<file path="config.mk">
export PLATFORM = sky130hd
export DESIGN_NAME = msg_translator
export DESIGN_NICKNAME = d
export VERILOG_FILES = /design/src/xlate_pkg.sv /design/src/msg_translator.sv
export SDC_FILE = /design/constraint.sdc
export NUM_CORES = 1
export LEC_CHECK = 0
export BUFFER_PORTS_ARGS = -buffer_cell sky130_fd_sc_hd__buf_2
export CAP_MARGIN = 20
export CORE_MARGIN = 2
export CORE_UTILIZATION = 40
export DETAILED_ROUTE_END_ITERATION = 10
export HOLD_SLACK_MARGIN = 0.02
export PLACE_DENSITY_LB_ADDON = 0.15
export REMOVE_ABC_BUFFERS = 1
export SETUP_SLACK_MARGIN = 0.5
export SYNTH_ARGS = -nofsm -noshare
export SYNTH_HDL_FRONTEND = slang
export SYNTH_SLANG_ARGS = --single-unit
</file>
<file path="constraint.sdc">
create_clock -name mclk -period 9.3 [get_ports mclk]
set_input_delay 0.93 -clock mclk [delete_from_list [all_inputs] [get_ports mclk]]
set_output_delay 0.93 -clock mclk [all_outputs]
set_load 0.005 [all_outputs]
</file>
<file path="src/xlate_pkg.sv">
/*
 * Shared constants for the peer-to-Modbus message translator: register map,
 * field positions, reset values, protocol codes and timing counts.
 * Assumes a single 125 MHz clock and a plain strobe register port.
 */
package xlate_pkg;

   // Clock and retry timing
   localparam int CLK_PERIOD_NS  = 8;
   localparam int RETRY_UNIT_NS  = 1000;
   localparam int RETRY_UNIT_CYC = (RETRY_UNIT_NS / CLK_PERIOD_NS < 1) ? 1 :
                                   RETRY_UNIT_NS / CLK_PERIOD_NS;
   localparam logic [1:0] MAX_RETRIES = 2'h2;

   // Register offsets (byte addresses)
   localparam logic [7:0] OFS_CTRL   = 8'h00;
   localparam logic [7:0] OFS_BIAS   = 8'h04;
   localparam logic [7:0] OFS_OPCODE = 8'h08;
   localparam logic [7:0] OFS_RETRY  = 8'h0C;
   localparam logic [7:0] OFS_STATUS = 8'h10;

   // Field positions
   localparam int CTRL_MODE_LSB  = 0;
   localparam int CTRL_STRICT    = 2;
   localparam int OPC_RD_LSB     = 0;
   localparam int OPC_WR_LSB     = 8;
   localparam int STAT_TRIES_LSB = 0;
   localparam int STAT_BUSY      = 2;
   localparam int STAT_GAVEUP    = 3;

   // Reset values
   localparam logic [1:0]  RST_MODE   = 2'h0;
   localparam logic [15:0] RST_BIAS   = 16'h0000;
   localparam logic [7:0]  RST_RD_OP  = 8'h03;
   localparam logic [7:0]  RST_WR_OP  = 8'h10;
   localparam logic [15:0] RST_RETRY  = 16'h03E8;

   // Port modes
   localparam logic [1:0] MODE_GATE  = 2'h0;
   localparam logic [1:0] MODE_ASCII = 2'h1;
   localparam logic [1:0] MODE_HOST  = 2'h2;
   localparam logic [1:0] MODE_SLAVE = 2'h3;

   // Peer opcodes
   localparam logic [7:0] P_PRI_READ  = 8'h20;
   localparam logic [7:0] P_NP_READ   = 8'h00;
   localparam logic [7:0] P_RAND_READ = 8'h04;
   localparam logic [7:0] P_PRI_WRITE = 8'h1E;
   localparam logic [7:0] P_NP_WRITE  = 8'h02;
   localparam logic [7:0] P_PRINT     = 8'h22;
   localparam logic [7:0] P_PRINT_RPL = 8'h92;

   // Modbus functions
   localparam logic [7:0] F_RD_COIL   = 8'h01;
   localparam logic [7:0] F_RD_INPUT  = 8'h02;
   localparam logic [7:0] F_RD_HOLD   = 8'h03;
   localparam logic [7:0] F_RD_INREG  = 8'h04;
   localparam logic [7:0] F_WR_COIL   = 8'h05;
   localparam logic [7:0] F_WR_REG    = 8'h06;
   localparam logic [7:0] F_WR_COILS  = 8'h0F;
   localparam logic [7:0] F_WR_REGS   = 8'h10;
   localparam logic [7:0] F_ENCAP     = 8'h11;
   localparam logic [7:0] F_MASK_WR   = 8'h16;
   localparam logic [7:0] F_RAND_RD   = 8'h64;

   // Encapsulation markers and coil/input read status tags
   localparam logic [7:0]  ENC_QUERY  = 8'h01;
   localparam logic [7:0]  ENC_REPLY  = 8'h02;
   localparam logic [15:0] ENC_STATUS = 16'hBAD5;
   localparam logic [7:0]  COIL_TAG   = 8'h03;
   localparam logic [7:0]  INPUT_TAG  = 8'h05;

   // Peer register window
   localparam logic [15:0] P_ADDR_MIN = 16'h0001;
   localparam logic [15:0] P_ADDR_MAX = 16'h2000;
   localparam logic [15:0] FULL_MASK  = 16'hFFFF;

   // Retry state machine
   typedef enum logic [1:0] {
      ST_IDLE = 2'b01,
      ST_WAIT = 2'b10
   } retry_state_type;

endpackage

</file>
<file path="src/msg_translator.sv">
/*
 * Peer-to-Modbus and Modbus-to-peer header translator with encapsulation,
 * configurable master opcode and register offset, and a request retry
 * timer. Header fields arrive already parsed from framing logic on the same
 * clock; each request is a one-cycle strobe, each answer a one-cycle pulse
 * in the next cycle.
 */
// Added by the designer: strobed register access and the register addresses.
// Operation
// RULE1 - Peer reads become read holding registers
// RULE2 - Priority or full-mask write becomes function 16
// RULE3 - Single partial contiguous mask becomes function 22
// RULE4 - Untranslatable peer command wrapped, function 17, 0x01
// RULE5 - Encapsulated peer replies carry parameter 0x02
// RULE6 - Function 17 with parameters is encapsulated
// RULE7 - Functions 1,2 become priority read, coded status
// RULE8 - Functions 3,4 non-priority read, transaction 3/4
// RULE9 - Single coil: write, transaction 5, one bit
// RULE10 - Single register: write, transaction 6
// RULE11 - Multiple coils in one register, transaction 0x0F
// RULE12 - Function 16: write, transaction 0x10
// RULE13 - Function 22: write, transaction 0x10, mask
// RULE14 - Function 100 becomes random read 0x04
// RULE15 - Other Modbus requests wrapped in print, 0xBAD5
// RULE16 - Encapsulated Modbus replies use print reply 0x92
// RULE17 - Address byte after status: zero sent, ignored
// RULE18 - Strict type translates only 3,16,22,100
// RULE19 - Host mode uses chosen opcodes and offset
// RULE20 - 16-bit offset, only outgoing host translations
// RULE21 - Peer addresses valid only 1 to 8192
// RULE22 - Gate/host ports answer peer wraps with error
// RULE23 - Register address is peer address plus offset
// RULE24 - Coil start is ((addr+offset-1)*16)+1
// RULE25 - Retransmit on timeout, at most two retries
// RULE26 - Unfitting peer writes go to encapsulation
`timescale 1ns/1ps

module msg_translator
   import xlate_pkg::*;
(
   input  wire logic        mclk,
   input  wire logic        rst_n,
   input  wire logic [7:0]  reg_addr,
   input  wire logic [31:0] reg_wdata,
   input  wire logic        reg_wr,
   input  wire logic        reg_rd,
   output logic      [31:0] reg_rdata,
   input  wire logic        p_req,
   input  wire logic [7:0]  p_op,
   input  wire logic [15:0] p_addr,
   input  wire logic [7:0]  p_count,
   input  wire logic [15:0] p_mask,
   input  wire logic        p_is_reply,
   output logic             m_valid,
   output logic      [7:0]  m_func,
   output logic      [15:0] m_addr,
   output logic      [15:0] m_mask,
   output logic             m_encap,
   output logic      [7:0]  m_param,
   input  wire logic        mb_req,
   input  wire logic [7:0]  mb_func,
   input  wire logic [15:0] mb_addr,
   input  wire logic [15:0] mb_count,
   input  wire logic [15:0] mb_and_mask,
   input  wire logic        mb_has_param,
   input  wire logic        mb_is_reply,
   output logic             s_valid,
   output logic      [7:0]  s_op,
   output logic      [15:0] s_addr,
   output logic      [15:0] s_status,
   output logic      [15:0] s_mask,
   output logic             s_encap,
   output logic      [7:0]  s_addr_byte,
   output logic             s_unwrap,
   output logic             enc_err,
   input  wire logic        tx_start,
   input  wire logic        reply_ok,
   output logic             retx,
   output logic             give_up
);

   // Mask is one run of ones
   function automatic logic contig(input logic [15:0] m);
      logic [15:0] low;
      low = m & (~m + 16'h0001);
      return (m != 16'h0000) && (((m + low) & m) == 16'h0000);
   endfunction

   // Run of n ones starting at bit s
   function automatic logic [15:0] span(input logic [4:0] n,
                                        input logic [3:0] s);
      logic [16:0] ones;
      ones = (17'h00001 << n) - 17'h00001;
      return ones[15:0] << s;
   endfunction

   // Register file
   logic [1:0]  mode_r;
   logic        strict_r;
   logic [15:0] bias_r;
   logic [7:0]  rd_op_r;
   logic [7:0]  wr_op_r;
   logic [15:0] retry_r;
   logic        gaveup_r;
   logic [1:0]  tries_r;
   retry_state_type state_r;

   wire wr_ctrl  = reg_wr && (reg_addr == OFS_CTRL);
   wire wr_bias  = reg_wr && (reg_addr == OFS_BIAS);
   wire wr_opc   = reg_wr && (reg_addr == OFS_OPCODE);
   wire wr_retry = reg_wr && (reg_addr == OFS_RETRY);
   wire wr_stat  = reg_wr && (reg_addr == OFS_STATUS);

   // Unmapped offsets read as zero
   logic [31:0] rdata_nxt;
   always_comb begin
      rdata_nxt = 32'h0000_0000;
      unique case (reg_addr)
         OFS_CTRL:   rdata_nxt = {29'h0, strict_r, mode_r};
         OFS_BIAS:   rdata_nxt = {16'h0000, bias_r};
         OFS_OPCODE: rdata_nxt = {16'h0000, wr_op_r, rd_op_r};
         OFS_RETRY:  rdata_nxt = {16'h0000, retry_r};
         OFS_STATUS: rdata_nxt = {28'h0, gaveup_r,
                                  state_r == ST_WAIT, tries_r};
         default:    rdata_nxt = 32'h0000_0000;
      endcase
   end

   // Configuration writes; the offset takes any 16-bit value
   always_ff @(posedge mclk) begin
      if (!rst_n) begin
         mode_r   <= RST_MODE;
         strict_r <= 1'b0;
         bias_r   <= RST_BIAS;
         rd_op_r  <= RST_RD_OP;
         wr_op_r  <= RST_WR_OP;
         retry_r  <= RST_RETRY;
         reg_rdata <= 32'h0000_0000;
      end else begin
         if (wr_ctrl) begin
            mode_r   <= reg_wdata[CTRL_MODE_LSB +: 2];
            strict_r <= reg_wdata[CTRL_STRICT];
         end
         if (wr_bias) bias_r <= reg_wdata[15:0];      // [RULE20]
         if (wr_opc) begin
            rd_op_r <= reg_wdata[OPC_RD_LSB +: 8];
            wr_op_r <= reg_wdata[OPC_WR_LSB +: 8];
         end
         if (wr_retry) retry_r <= reg_wdata[15:0];
         reg_rdata <= reg_rd ? rdata_nxt : 32'h0000_0000;
      end
   end

   // Peer side decode
   wire host    = (mode_r == MODE_HOST);
   wire is_read = (p_op == P_PRI_READ) || (p_op == P_NP_READ);
   wire is_pwr  = (p_op == P_PRI_WRITE);
   wire is_npw  = (p_op == P_NP_WRITE);
   wire full_mk = (p_mask == FULL_MASK);
   wire addr_ok = (p_addr >= P_ADDR_MIN) && (p_addr <= P_ADDR_MAX); // [RULE21]
   wire fx_wm   = is_pwr || (is_npw && full_mk);                    // [RULE2]
   wire fx_mw   = is_npw && (p_count == 8'h01) && !full_mk
                  && contig(p_mask);                                 // [RULE3]
   wire h_ok    = is_read || is_pwr || (is_npw && full_mk);
   // Partial writes never half-translate: all but a single contiguous one (non-host) fall to the wrapper
   wire p_xl    = addr_ok && (host ? h_ok :
                              (is_read || fx_wm || fx_mw));   // [RULE26]

   // Offset only outgoing in host mode
   wire [15:0] r_addr = host ? p_addr + bias_r : p_addr; // [RULE20] [RULE23]
   wire [15:0] c_addr = {r_addr[11:0] - 12'h001, 4'h0} + 16'h0001; // [RULE24]
   wire [7:0]  h_func = is_read ? rd_op_r : wr_op_r;          // [RULE19]
   wire h_coil = (h_func == F_RD_COIL) || (h_func == F_RD_INPUT) ||
                 (h_func == F_WR_COIL) || (h_func == F_WR_COILS);
   wire [7:0]  fx_func = is_read ? F_RD_HOLD :                // [RULE1]
                         fx_mw   ? F_MASK_WR : F_WR_REGS;     // [RULE2] [RULE3]

   logic [7:0]  m_func_nxt;
   logic [15:0] m_addr_nxt;
   assign m_func_nxt = !p_xl ? F_ENCAP : host ? h_func : fx_func; // [RULE4]
   assign m_addr_nxt = (host && h_coil) ? c_addr : r_addr;

   // Peer to Modbus answer register
   always_ff @(posedge mclk) begin
      if (!rst_n) begin
         m_valid <= 1'b0;
         m_func  <= 8'h00;
         m_addr  <= 16'h0000;
         m_mask  <= 16'h0000;
         m_encap <= 1'b0;
         m_param <= 8'h00;
      end else begin
         m_valid <= p_req;
         if (p_req) begin
            m_func  <= m_func_nxt;
            m_addr  <= m_addr_nxt;
            m_mask  <= p_mask;
            m_encap <= !p_xl;
            m_param <= !p_xl ? (p_is_reply ? ENC_REPLY          // [RULE5]
                                           : ENC_QUERY) : 8'h00; // [RULE4]
         end
      end
   end

   // Modbus side decode; slave translations use no offset
   wire [15:0] b0      = mb_addr - 16'h0001;
   wire [3:0]  bitpos  = b0[3:0];
   wire [15:0] c_reg   = {4'h0, b0[15:4]} + 16'h0001;
   wire        is_coil = (mb_func == F_RD_COIL) || (mb_func == F_RD_INPUT) ||
                         (mb_func == F_WR_COIL) || (mb_func == F_WR_COILS);
   wire [15:0] pa      = is_coil ? c_reg : mb_addr;           // [RULE20]
   wire        pa_ok   = (pa >= P_ADDR_MIN) && (pa <= P_ADDR_MAX); // [RULE21]
   wire        fits15  = (mb_count != 16'h0000) && (mb_count < 16'h0010) &&
                         ({12'h000, bitpos} + mb_count <= 16'h0010); // [RULE11]
   wire        std_ok  = (mb_func == F_RD_HOLD) || (mb_func == F_WR_REGS) ||
                         (mb_func == F_MASK_WR) || (mb_func == F_RAND_RD);
   wire        other_ok = std_ok || (mb_func == F_RD_COIL) ||
                         (mb_func == F_RD_INPUT) || (mb_func == F_RD_INREG) ||
                         (mb_func == F_WR_COIL) || (mb_func == F_WR_REG) ||
                         ((mb_func == F_WR_COILS) && fits15);
   wire        mb_xl   = pa_ok && (strict_r ? std_ok : other_ok); // [RULE18]
   wire        wrapped = (mb_func == F_ENCAP) && mb_has_param;    // [RULE6]
   wire        err_mode = (mode_r == MODE_GATE) || host;          // [RULE22]

   // Opcode, status field and mask per function
   logic [7:0]  s_op_nxt;
   logic [15:0] s_stat_nxt;
   logic [15:0] s_mask_nxt;
   always_comb begin
      s_op_nxt   = mb_is_reply ? P_PRINT_RPL : P_PRINT;  // [RULE15] [RULE16]
      s_stat_nxt = ENC_STATUS;                          // [RULE15]
      s_mask_nxt = FULL_MASK;
      if (mb_xl) begin
         s_stat_nxt = {8'h00, mb_func};          // [RULE8] [RULE10] [RULE12]
         unique case (mb_func)
            F_RD_COIL, F_RD_INPUT: begin                // [RULE7]
               s_op_nxt   = P_PRI_READ;
               s_stat_nxt = {bitpos, mb_count[3:0],
                   (mb_func == F_RD_COIL) ? COIL_TAG : INPUT_TAG};
            end
            F_RD_HOLD, F_RD_INREG: s_op_nxt = P_NP_READ;  // [RULE8]
            F_WR_COIL: begin                              // [RULE9]
               s_op_nxt   = P_NP_WRITE;
               s_mask_nxt = 16'h0001 << bitpos;
            end
            F_WR_COILS: begin                             // [RULE11]
               s_op_nxt   = P_NP_WRITE;
               s_mask_nxt = span(mb_count[4:0], bitpos);
            end
            F_MASK_WR: begin                              // [RULE13]
               s_op_nxt   = P_NP_WRITE;
               s_stat_nxt = {8'h00, F_WR_REGS};
               s_mask_nxt = ~mb_and_mask;
            end
            F_RAND_RD: s_op_nxt = P_RAND_READ;            // [RULE14]
            default:   s_op_nxt = P_NP_WRITE;             // [RULE10] [RULE12]
         endcase
      end
   end

   // Modbus to peer answer register
   always_ff @(posedge mclk) begin
      if (!rst_n) begin
         s_valid     <= 1'b0;
         s_op        <= 8'h00;
         s_addr      <= 16'h0000;
         s_status    <= 16'h0000;
         s_mask      <= 16'h0000;
         s_encap     <= 1'b0;
         s_addr_byte <= 8'h00;
         s_unwrap    <= 1'b0;
         enc_err     <= 1'b0;
      end else begin
         s_valid  <= mb_req && !wrapped;
         s_unwrap <= mb_req && wrapped && !err_mode;       // [RULE6]
         enc_err  <= mb_req && wrapped && err_mode;        // [RULE22]
         if (mb_req) begin
            s_op        <= s_op_nxt;
            s_addr      <= pa;
            s_status    <= s_stat_nxt;
            s_mask      <= s_mask_nxt;
            s_encap     <= !mb_xl;
            s_addr_byte <= 8'h00;           // [RULE17] never carried over
         end
      end
   end

   // Retry timer: unit prescaler and timeout count
   logic [7:0]  pre_r;
   logic [15:0] wait_r;
   wire unit_tick = (pre_r == 8'(RETRY_UNIT_CYC - 1));
   wire expired   = unit_tick && (wait_r >= retry_r);

   // A reply in the expiry cycle wins; no needless resend
   always_ff @(posedge mclk) begin
      if (!rst_n) begin
         state_r  <= ST_IDLE;
         tries_r  <= 2'h0;
         pre_r    <= 8'h00;
         wait_r   <= 16'h0000;
         retx     <= 1'b0;
         give_up  <= 1'b0;
         gaveup_r <= 1'b0;
      end else begin
         retx    <= 1'b0;
         give_up <= 1'b0;
         pre_r   <= (state_r == ST_IDLE || unit_tick) ? 8'h00 : pre_r + 8'h01;
         if (unit_tick) wait_r <= wait_r + 16'h0001;
         unique case (state_r)
            ST_IDLE: if (tx_start) begin
               state_r <= ST_WAIT;
               tries_r <= 2'h0;
               wait_r  <= 16'h0000;
            end
            ST_WAIT: if (reply_ok) begin
               state_r <= ST_IDLE;
            end else if (expired) begin
               wait_r <= 16'h0000;
               if (tries_r < MAX_RETRIES) begin                 // [RULE25]
                  tries_r <= tries_r + 2'h1;
                  retx    <= 1'b1;
               end else begin
                  state_r <= ST_IDLE;
                  give_up <= 1'b1;
               end
            end
            default: state_r <= ST_IDLE;
         endcase
         // Sticky flag: hardware set wins over write-one clear
         if (state_r == ST_WAIT && !reply_ok && expired &&
             tries_r == MAX_RETRIES)
            gaveup_r <= 1'b1;
         else if (wr_stat && reg_wdata[STAT_GAVEUP])
            gaveup_r <= 1'b0;
      end
   end
endmodule // msg_translator

</file>
==> results.sh, run 1 <==
export IMPL_yosys_warnings=0
export IMPL_timing_hold_ws_ns=0.457
export IMPL_cp_slowest_cell="clkinv_1"
export IMPL_yosysTopAreaCell="dfxtp_1"
export IMPL_post_route_min_period_ns=5.77
export IMPL_rsz0062_at_grt="false"
export IMPL_ys_async_sr_fraction=0
export IMPL_mostFrequentLayoutCells="buf_2, dfxtp_1, nand2_1"
export IMPL_timing_slew_headroom=0.285
export IMPL_antenna_left=0
export IMPL_core_area_um2=30600
export IMPL_hold_viol=0
export IMPL_avgViaCountPerCell=5.60
export IMPL_r2r_cells=12
export IMPL_cts_buffers=17
export IMPL_max_stage_delay_ns=0.76
export IMPL_crit_required_ns=9.57
export IMPL_io_pins=307
export IMPL_cp_arrival_ns=6.04
export IMPL_clock_sinks=198
export IMPL_die_h_um=180
export IMPL_critPathBufInv=4
export IMPL_hp_class="reg2reg"
export IMPL_grt_total_usage=0.223
export IMPL_wl_per_cell_um=17.1
export IMPL_worstPathCellList="buf_2 -> inv_1 -> ha_1 -> xnor2_1 -> clkinv_1 -> ha_1 -> nor2b_1 -> o21ai_0 -> nand2b_1 -> o22ai_1 -> a22oi_1 -> a2bb2oi_1 -> nor2_1 -> o32ai_2 -> nor2_2 -> buf_4 -> a41oi_1"
export IMPL_status="finished, final reports clean"
export IMPL_post_cts_buffers=0
export IMPL_cts_path_max_buffers=2
export IMPL_critPathLaunch="mb_addr[0]"
export IMPL_fin_tns_setup_ns=0
export IMPL_fin_worst_skew_ns=0.0131
export IMPL_gr_total_overflow=0
export IMPL_grt_pass1_wl_mm=59.8
export IMPL_placed_cells=2158
export IMPL_crit_path_max_fanout=30
export IMPL_crit_family="buffers and inverters"
export IMPL_ys_types=90
export IMPL_instances_no_fill=2192
export IMPL_routed_wl_mm=37.6
export IMPL_num_vias=12300
export IMPL_start_util=0.407
export IMPL_grt_pass1_vias=11300
export IMPL_reg2reg_to="m_addr[15]$_SDFFE_PN0P_"
export IMPL_vdd_drop_max_mv=0.115
export IMPL_maxCapViolations=0
export IMPL_crit_type="in2reg"
export IMPL_synth_area_um2=12400
export IMPL_synth_top_cell_area_share=0.319
export IMPL_fillCellCount=3119
export IMPL_worst_setup_path_start_kind="input pin"
export IMPL_pwr_density_cell_nw_per_um2=132
export IMPL_gp_congestion=0.878
export IMPL_grt_max_degree=107
export IMPL_worstMarginPinSlew_ns=1.07
export IMPL_cpMostUsedCell="ha_1"
export IMPL_finalMaxSlewViolations=0
export IMPL_antenna_found_initial=2
export IMPL_nets=1984
export IMPL_postCtsHoldBufs=0
export IMPL_clock_tree_root_cell="clkbuf_16"
export IMPL_synth_cells=1604
export IMPL_port_buffers=257
export IMPL_total_power_mw=1.90
export IMPL_timing_rr_start="bias_r[0]$_SDFFE_PN0P_"
export IMPL_synthTopCellsByArea="dfxtp_1, nand2_1, nor2_1"
export IMPL_p_leak_nw=5.96
export IMPL_layout_setup_ws_ns=3.53
export IMPL_holdPathEnd="m_func[6]$_SDFFE_PN0P_"
export IMPL_r2r_setup_slack_ns=5.62
export IMPL_die_area_um2=32500
export IMPL_drc=0
export IMPL_synthToLayoutAreaGrowth_pct=15.5
export IMPL_setup_viol=0
export IMPL_cts_tree="yes"
export IMPL_period_share=0.620
export IMPL_dr_pass1_iters=7
export IMPL_ys_ff_latch=198
export IMPL_worstHoldStart="m_func[6]$_SDFFE_PN0P_"
export IMPL_row_count=64
export IMPL_place_worst_setup_slack_ns=3.13
export IMPL_mostFrequentLayoutCell="buf_2"
export IMPL_ys_flop_type="dfxtp_1"
export IMPL_avgSynthCellArea_um2=7.75
export IMPL_fmax_mhz=173
export IMPL_final_layout_size_suffix_gt1_frac=0.195
export IMPL_synth_edff_count=0
export IMPL_cts_clk_slew_worst_paths_ns=0.08
export IMPL_hold_path_depth=2
export IMPL_h_tree_depth=4
export IMPL_dr_first_iter_drc_count=788
export IMPL_clk_latency_ns=0.44
export IMPL_dp_hpwl_mm=27.5
export IMPL_die_width_um=180
export IMPL_seq_area_frac_synth=0.319
export IMPL_postCtsResizedCells=0
export IMPL_end_kind="register"
[where the power goes]
group	switching [mW]	leakage, nW	internal (mW)
Sequential	0.0128	1.62	0.873
Combinational	0.173	4.07	0.109
Clock	0.377	0.269	0.357
[cells by family after synthesis]
family / count (synthesis) / synth area share
flip-flops: 198 / 0.319
XOR/XNOR: 67 / 0.0472
AO/OA/AOI/OAI: 430 / 0.232
buffers and inverters: 203 / 0.0730
adder cells (fa/ha/maj): 47 / 0.0485
other: 1 / 0.000302
multiplexers: 63 / 0.0525
AND/OR/NAND/NOR: 595 / 0.228
[worst register-to-register path, cell delays in order, from the launching register on]
cell and delay, ns:
dfxtp_1 0.35, ha_1 0.21, fa_1 0.41, a21o_1 0.18
a21o_1 0.21, a2111oi_0 0.66, o21ai_0 0.25, and4_1 0.25
nor3_1 0.33, nand4_1 0.16, xnor2_1 0.21, nand2_1 0.10
a32o_1 0.27
[stage by stage]
stage               utilization  area, um2
floorplan                     -      11900
global placement          0.450      13800
detailed placement        0.450      13800
CTS                       0.469      14400
global route              0.469      14400
finish                    0.470      14400
[metal layers]
layer / GRT usage / vias up / share of wire
met4: 0.0623 / 0 / 0.019
met3: 0.0372 / 44 / 0.059
li1: - / 6088 / -
met1: 0.296 / 5705 / 0.45
met2: 0.373 / 429 / 0.47
met5: 0 / - / 0
[how the worst max path moves through the flow]
| stage | to | slack (ns) | depth (start not counted) |
|---|---|---|---|
| 6_report | s_op[1]$_SDFFE_PN0P_ | 3.53 | 17 |
| 5_1_grt | s_op[5]$_SDFFE_PN0P_ | 3.12 | 16 |
| 4_1_cts | s_op[1]$_SDFFE_PN0P_ | 3.55 | 17 |
| 3_5_place_dp | s_op[1]$_SDFFE_PN0P_ | 3.13 | 17 |
| 3_3_place_gp | s_op[1]$_SDFFE_PN0P_ | 3.21 | 17 |
| 2_1_floorplan | s_op[1]$_SDFFE_PN0P_ | 3.66 | 8 |
[cells in the mapped netlist, types with 9 or more instances]
| cell type | n |
|---|---|
| xnor2_1 | 33 |
| mux2i_1 | 45 |
| and2_1 | 12 |
| inv_1 | 57 |
| buf_1 | 10 |
| nor2b_1 | 11 |
| or3_1 | 13 |
| a21o_1 | 21 |
| nor3_1 | 40 |
| clkbuf_1 | 92 |
| nor2_1 | 158 |
| dfxtp_1 | 198 |
| nand2b_1 | 17 |
| xor2_1 | 34 |
| a211oi_1 | 28 |
| o31ai_1 | 16 |
| a31oi_1 | 37 |
| mux2_2 | 18 |
| nand2_1 | 192 |
| o21ai_0 | 71 |
| nand4_1 | 22 |
| nand3_1 | 47 |
| buf_4 | 35 |
| o211ai_1 | 21 |
| a2111oi_0 | 9 |
| nor4_1 | 20 |
| ha_1 | 45 |
| a22oi_1 | 22 |
| a21oi_1 | 114 |
| and3_1 | 18 |
[registers in the layout, indices dropped and copies added, names as in the netlist, 16 cells and up]
signal,flops
m_mask,16
s_mask,16
s_addr,16
s_status,16
reg_rdata,16
wait_r,16
m_addr,16
retry_r,16
bias_r,16
[cell type report]
class / instances / area, um2 / area share
multi-input cells: 1235 / 7710 / 0.537
flip-flops and latches: 198 / 3960 / 0.276
repair buffers: 271 / 1390 / 0.0969
well taps: 396 / 495 / 0.0345
clock buffers: 18 / 429 / 0.0299
inverters: 59 / 223 / 0.0155
clock inverters: 13 / 143 / 0.00993
diodes: 2 / 5.00 / 0.000348
Note: power is estimated with default switching activity, not from simulation.
==> run 2, diff against run 1 <==
clock period = 5.6 ns   (was 9.3 ns; I/O delays follow)
==> results.sh, run 2 (same netlist as run 1, synthesis figures left out) <==
export IMPL_post_route_min_period_ns=4.32
export IMPL_row_count=64
export IMPL_grt_pass1_wl_mm=59.5
export IMPL_fin_worst_skew_ns=0.0135
export IMPL_grt_util_met1=0.293
export IMPL_multi_input_area_um2=7710
export IMPL_worstHoldStart="reg_wdata[12]"
export IMPL_vdd_drop_max_mv=0.184
export IMPL_max_stage_delay_ns=0.52
export IMPL_wl_per_cell_um=17.1
export IMPL_cts_buffers=17
export IMPL_grt_pass1_vias=11200
export IMPL_h_tree_depth=4
export IMPL_grt_total_usage=0.224
export IMPL_antenna_found_initial=2
export IMPL_cp_arrival_ns=4.68
export IMPL_cts_path_max_buffers=2
export IMPL_status="finished, final reports clean"
export IMPL_worstPathCellList="buf_2 -> inv_1 -> ha_1 -> nor3b_2 -> buf_4 -> xnor2_1 -> ha_1 -> and2_1 -> a32o_1 -> a21oi_1 -> o41ai_1 -> o221a_2 -> o211ai_1 -> o32ai_2 -> nor2_2 -> buf_4 -> a311oi_1"
export IMPL_cts_clk_slew_worst_paths_ns=0.08
export IMPL_dr_pass1_iters=5
export IMPL_final_seq_area_um2=3960
export IMPL_crit_type="in2reg"
export IMPL_io_pins=307
export IMPL_mostFrequentLayoutCells="buf_2, dfxtp_1, nand2_1"
export IMPL_finalMaxSlewViolations=0
export IMPL_routed_wl_mm=37.7
export IMPL_die_h_um=180
export IMPL_avgViaCountPerCell=5.57
export IMPL_fmax_mhz=232
export IMPL_period_share=0.771
export IMPL_nets=1992
export IMPL_critPathLaunch="mb_addr[1]"
export IMPL_grt_use_met3=0.0376
export IMPL_start_util=0.407
export IMPL_synthToLayoutAreaGrowth_pct=15.9
export IMPL_gp_congestion=0.893
export IMPL_setup_viol=0
export IMPL_timing_rr_start="bias_r[0]$_SDFFE_PN0P_"
export IMPL_die_area_um2=32500
export IMPL_gr_total_overflow=0
export IMPL_clock_sinks=198
export IMPL_mostFrequentLayoutCell="buf_2"
export IMPL_instances_no_fill=2200
export IMPL_fin_tns_setup_ns=0
export IMPL_end_kind="register"
export IMPL_num_vias=12300
export IMPL_cp_slowest_cell="o32ai_2"
export IMPL_layout_setup_ws_ns=1.28
export IMPL_post_cts_buffers=0
export IMPL_maxCapViolations=0
export IMPL_antenna_left=0
export IMPL_critPathBufInv=4
export IMPL_drc=0
export IMPL_dr_first_iter_drc_count=729
export IMPL_worstMarginPinSlew_ns=0.963
export IMPL_p_leak_nw=6.01
export IMPL_crit_family="compound AO/OA/AOI/OAI gates"
export IMPL_rsz0062_at_grt="false"
export IMPL_placed_cells=2167
export IMPL_crit_path_max_fanout=30
export IMPL_clock_tree_root_cell="clkbuf_16"
export IMPL_cts_tree="yes"
export IMPL_postCtsResizedCells=0
export IMPL_port_buffers=257
export IMPL_busiest_layer="met2"
export IMPL_die_width_um=180
export IMPL_hp_class="in2reg"
export IMPL_dp_hpwl_mm=27.8
export IMPL_timing_slew_headroom=0.353
export IMPL_postCtsHoldBufs=0
export IMPL_pwr_density_cell_nw_per_um2=218
export IMPL_clk_latency_ns=0.45
export IMPL_hold_viol=0
export IMPL_met2_usage=0.369
export IMPL_place_worst_setup_slack_ns=0.817
export IMPL_fillCellCount=3145
export IMPL_total_power_mw=3.15
export IMPL_crit_required_ns=5.96
export IMPL_core_area_um2=30600
export IMPL_worst_setup_path_start_kind="input pin"
export IMPL_final_layout_size_suffix_gt1_frac=0.199
export IMPL_grt_max_degree=107
## run 2: final timing paths
check | end | slack [ns] | cells past startpoint
hold / removal | wr_op_r[4]$_SDFFE_PN1P_ | 0.36 | 3
hold reg to reg | m_func[2]$_SDFFE_PN0P_ | 0.46 | 2
setup / recovery | s_op[5]$_SDFFE_PN0P_ | 1.28 | 17
setup reg to reg | m_addr[15]$_SDFFE_PN0P_ | 1.88 | 12
## run 2: per-stage QoR
stage,hold slack [ns],cell area [um2],utilization
5_1_grt,0.357,14400,0.471
2_1_floorplan,0.444,11900,-
3_5_place_dp,0.439,13800,0.453
4_1_cts,0.333,14400,0.471
6_report,0.364,14400,0.471
3_3_place_gp,0.431,13800,0.453
## run 2: worst min-delay path, stage by stage
cell     delay, ns
buf_2         0.11
nand2_1       0.05
nand3_1       0.06
## run 2: final cells by class
type / instances / share of cell area
inverter: 59 / 0.0155
clock buffer: 17 / 0.0295
clock inverter: 14 / 0.00946
multi-input combinational: 1235 / 0.535
sequential: 198 / 0.275
timing repair buffer: 279 / 0.101
antenna: 2 / 0.000347
tap: 396 / 0.0344
## run 2: per-layer routing
layer,part of all wire,vias to the layer above,routed length (um)
met5,0,-,0
met4,0.026,0,981
met1,0.45,5647,17000
met2,0.46,448,17500
li1,-,6101,-
met3,0.059,58,2210
## run 2: power breakdown
part / leakage [nW] / total (mW) / switching [mW] / internal (mW)
Clock: 0.278 / 1.20 / 0.615 / 0.588
Sequential: 1.62 / 1.47 / 0.0210 / 1.45
Combinational: 4.11 / 0.473 / 0.289 / 0.184
Total: 6.01 / 3.15 / 0.925 / 2.22
==> run 3, diff against run 2 <==
clock period = 3.6 ns   (was 5.6 ns; I/O delays follow)
==> results.sh, run 3 (same netlist as run 1, synthesis figures left out) <==
export IMPL_post_route_min_period_ns=3.24
export IMPL_p_switching_mw=1.50
export IMPL_grt_pass1_wl_mm=61.8
export IMPL_port_buffers=257
export IMPL_holdPathEnd="bias_r[12]$_SDFFE_PN0P_"
export IMPL_worstPathCellList="buf_12 -> inv_8 -> ha_4 -> nor3b_4 -> xnor2_2 -> ha_2 -> buf_6 -> a32o_2 -> xnor2_1 -> or3_1 -> a2111oi_2 -> o211ai_1 -> o41a_4 -> or4b_4 -> a21oi_2"
export IMPL_p_seq_frac=0.448
export IMPL_mostFrequentLayoutCells="buf_2, dfxtp_1, nand2_1"
export IMPL_clock_sinks=198
export IMPL_final_area_um2=15400
export IMPL_routed_wl_mm=39.1
export IMPL_dr_first_iter_drc_count=851
export IMPL_hold_path_depth=3
export IMPL_cts_buffers=17
export IMPL_grt_total_usage=0.232
export IMPL_maxCapViolations=0
export IMPL_cts_clk_slew_worst_paths_ns=0.09
export IMPL_setup_viol=0
export IMPL_io_pins=307
export IMPL_power_internal_mw=3.61
export IMPL_worstMarginPinSlew_ns=0.864
export IMPL_period_share=0.899
export IMPL_status="finished, final reports clean"
export IMPL_postCtsHoldBufs=0
export IMPL_cp_slowest_cell="or4b_4"
export IMPL_vdd_drop_max_mv=0.320
export IMPL_clock_power_share=0.390
export IMPL_worstHoldStart="reg_wdata[12]"
export IMPL_grt_max_degree=49
export IMPL_comb_power_share=0.162
export IMPL_wl_per_cell_um=17.2
export IMPL_core_area_um2=30600
export IMPL_cp_arrival_ns=3.62
export IMPL_grt_pass1_vias=11500
export IMPL_crit_path_max_fanout=5
export IMPL_final_layout_size_suffix_gt1_frac=0.257
export IMPL_row_count=64
export IMPL_swShare=0.293
export IMPL_h_tree_depth=4
export IMPL_timing_slew_headroom=0.424
export IMPL_place_area_um2=14300
export IMPL_worst_setup_path_start_kind="input pin"
export IMPL_die_area_um2=32500
export IMPL_r2r_setup_slack_ns=0.59
export IMPL_drc=0
export IMPL_gp_congestion=0.849
export IMPL_max_stage_delay_ns=0.49
export IMPL_start_util=0.407
export IMPL_timing_rr_start="bias_r[0]$_SDFFE_PN0P_"
export IMPL_timing_hold_ws_ns=0.160
export IMPL_cts_tree="yes"
export IMPL_fmax_mhz=309
export IMPL_mostFrequentLayoutCell="buf_2"
export IMPL_crit_required_ns=3.99
export IMPL_die_h_um=180
export IMPL_synthToLayoutAreaGrowth_pct=23.9
export IMPL_hp_class="in2reg"
export IMPL_antenna_found_initial=0
export IMPL_clock_tree_root_cell="clkbuf_16"
export IMPL_fin_tns_setup_ns=0
export IMPL_avgViaCountPerCell=5.53
export IMPL_antenna_left=0
export IMPL_crit_type="in2reg"
export IMPL_fin_worst_skew_ns=0.0160
export IMPL_cts_path_max_buffers=2
export IMPL_pwr_density_cell_nw_per_um2=332
export IMPL_hold_viol=0
export IMPL_num_vias=12600
export IMPL_dp_hpwl_mm=29.1
export IMPL_dr_pass1_iters=5
export IMPL_nets=2071
export IMPL_clk_latency_ns=0.46
export IMPL_p_leak_nw=6.52
export IMPL_rsz0062_at_grt="true"
export IMPL_finalMaxSlewViolations=0
export IMPL_end_kind="register"
export IMPL_r2r_cells=13
export IMPL_reg2reg_to="m_addr[15]$_SDFFE_PN0P_"
export IMPL_diodes=0
export IMPL_die_width_um=180
export IMPL_gr_total_overflow=0
run 3: timing repair:
item	in CTS	in global routing
buffers inserted	7	7
endpoints found under the setup margin	42	54
pin swaps	29	26
gates resized for setup	40	45
run 3: how the worst max path moves through the flow:
stage,start,end,depth (start not counted)
3_5_place_dp,mb_addr[0],s_op[2]$_SDFFE_PN0P_,14
4_1_cts,mb_addr[1],s_op[2]$_SDFFE_PN0P_,15
3_3_place_gp,mb_addr[0],s_op[2]$_SDFFE_PN0P_,17
2_1_floorplan,mb_func[0],s_op[1]$_SDFFE_PN0P_,8
5_1_grt,mb_addr[1],s_op[2]$_SDFFE_PN0P_,15
6_report,mb_addr[1],s_op[2]$_SDFFE_PN0P_,15
run 3: area by class of cell:
cell class                 instances  area (um2)
clock inverter                    13         154
inverter                          59         233
sequential                       198        3970
timing repair buffer             358        2120
clock buffer                      19         443
tap                              396         495
multi-input combinational       1235        8000
fill                            3044       15200
run 3: critical path: cells and delay by family:
family	cells	cell delay, ns
xor+xnor	2	0.23
buf+inv	3	0.27
simple gates	3	1.15
fa+ha+maj	2	0.33
compound gates	5	1.27
run 3: layer usage:
metal,vias to the layer above,share of wire,global-route usage,wire (um)
met1,5882,0.45,0.311,17600
met2,411,0.48,0.385,18600
met5,-,0,0,0
met3,42,0.057,0.0346,2250
li1,6267,-,-,-
met4,0,0.018,0.0681,692
run 3: power groups by stage:
stage	combinational (mW)	clock (mW)	sequential [mW]
floorplan	0.361	0	2.35
global placement	0.777	0	2.34
CTS	0.803	2.04	2.29
finish	0.828	1.99	2.29
global route	0.908	2.12	2.30
detailed placement	0.784	0	2.34
run 3: through the flow:
stage | power, mW | util | setup WS, ns | std cells
floorplan | 2.71 | - | -1.47 | 1492
global placement | 3.12 | 0.469 | -0.169 | 2232
detailed placement | 3.12 | 0.469 | -0.245 | 2232
CTS | 5.13 | 0.495 | 0.286 | 2271
global route | 5.33 | 0.504 | 0.223 | 2278
finish | 5.11 | 0.504 | 0.365 | 2278
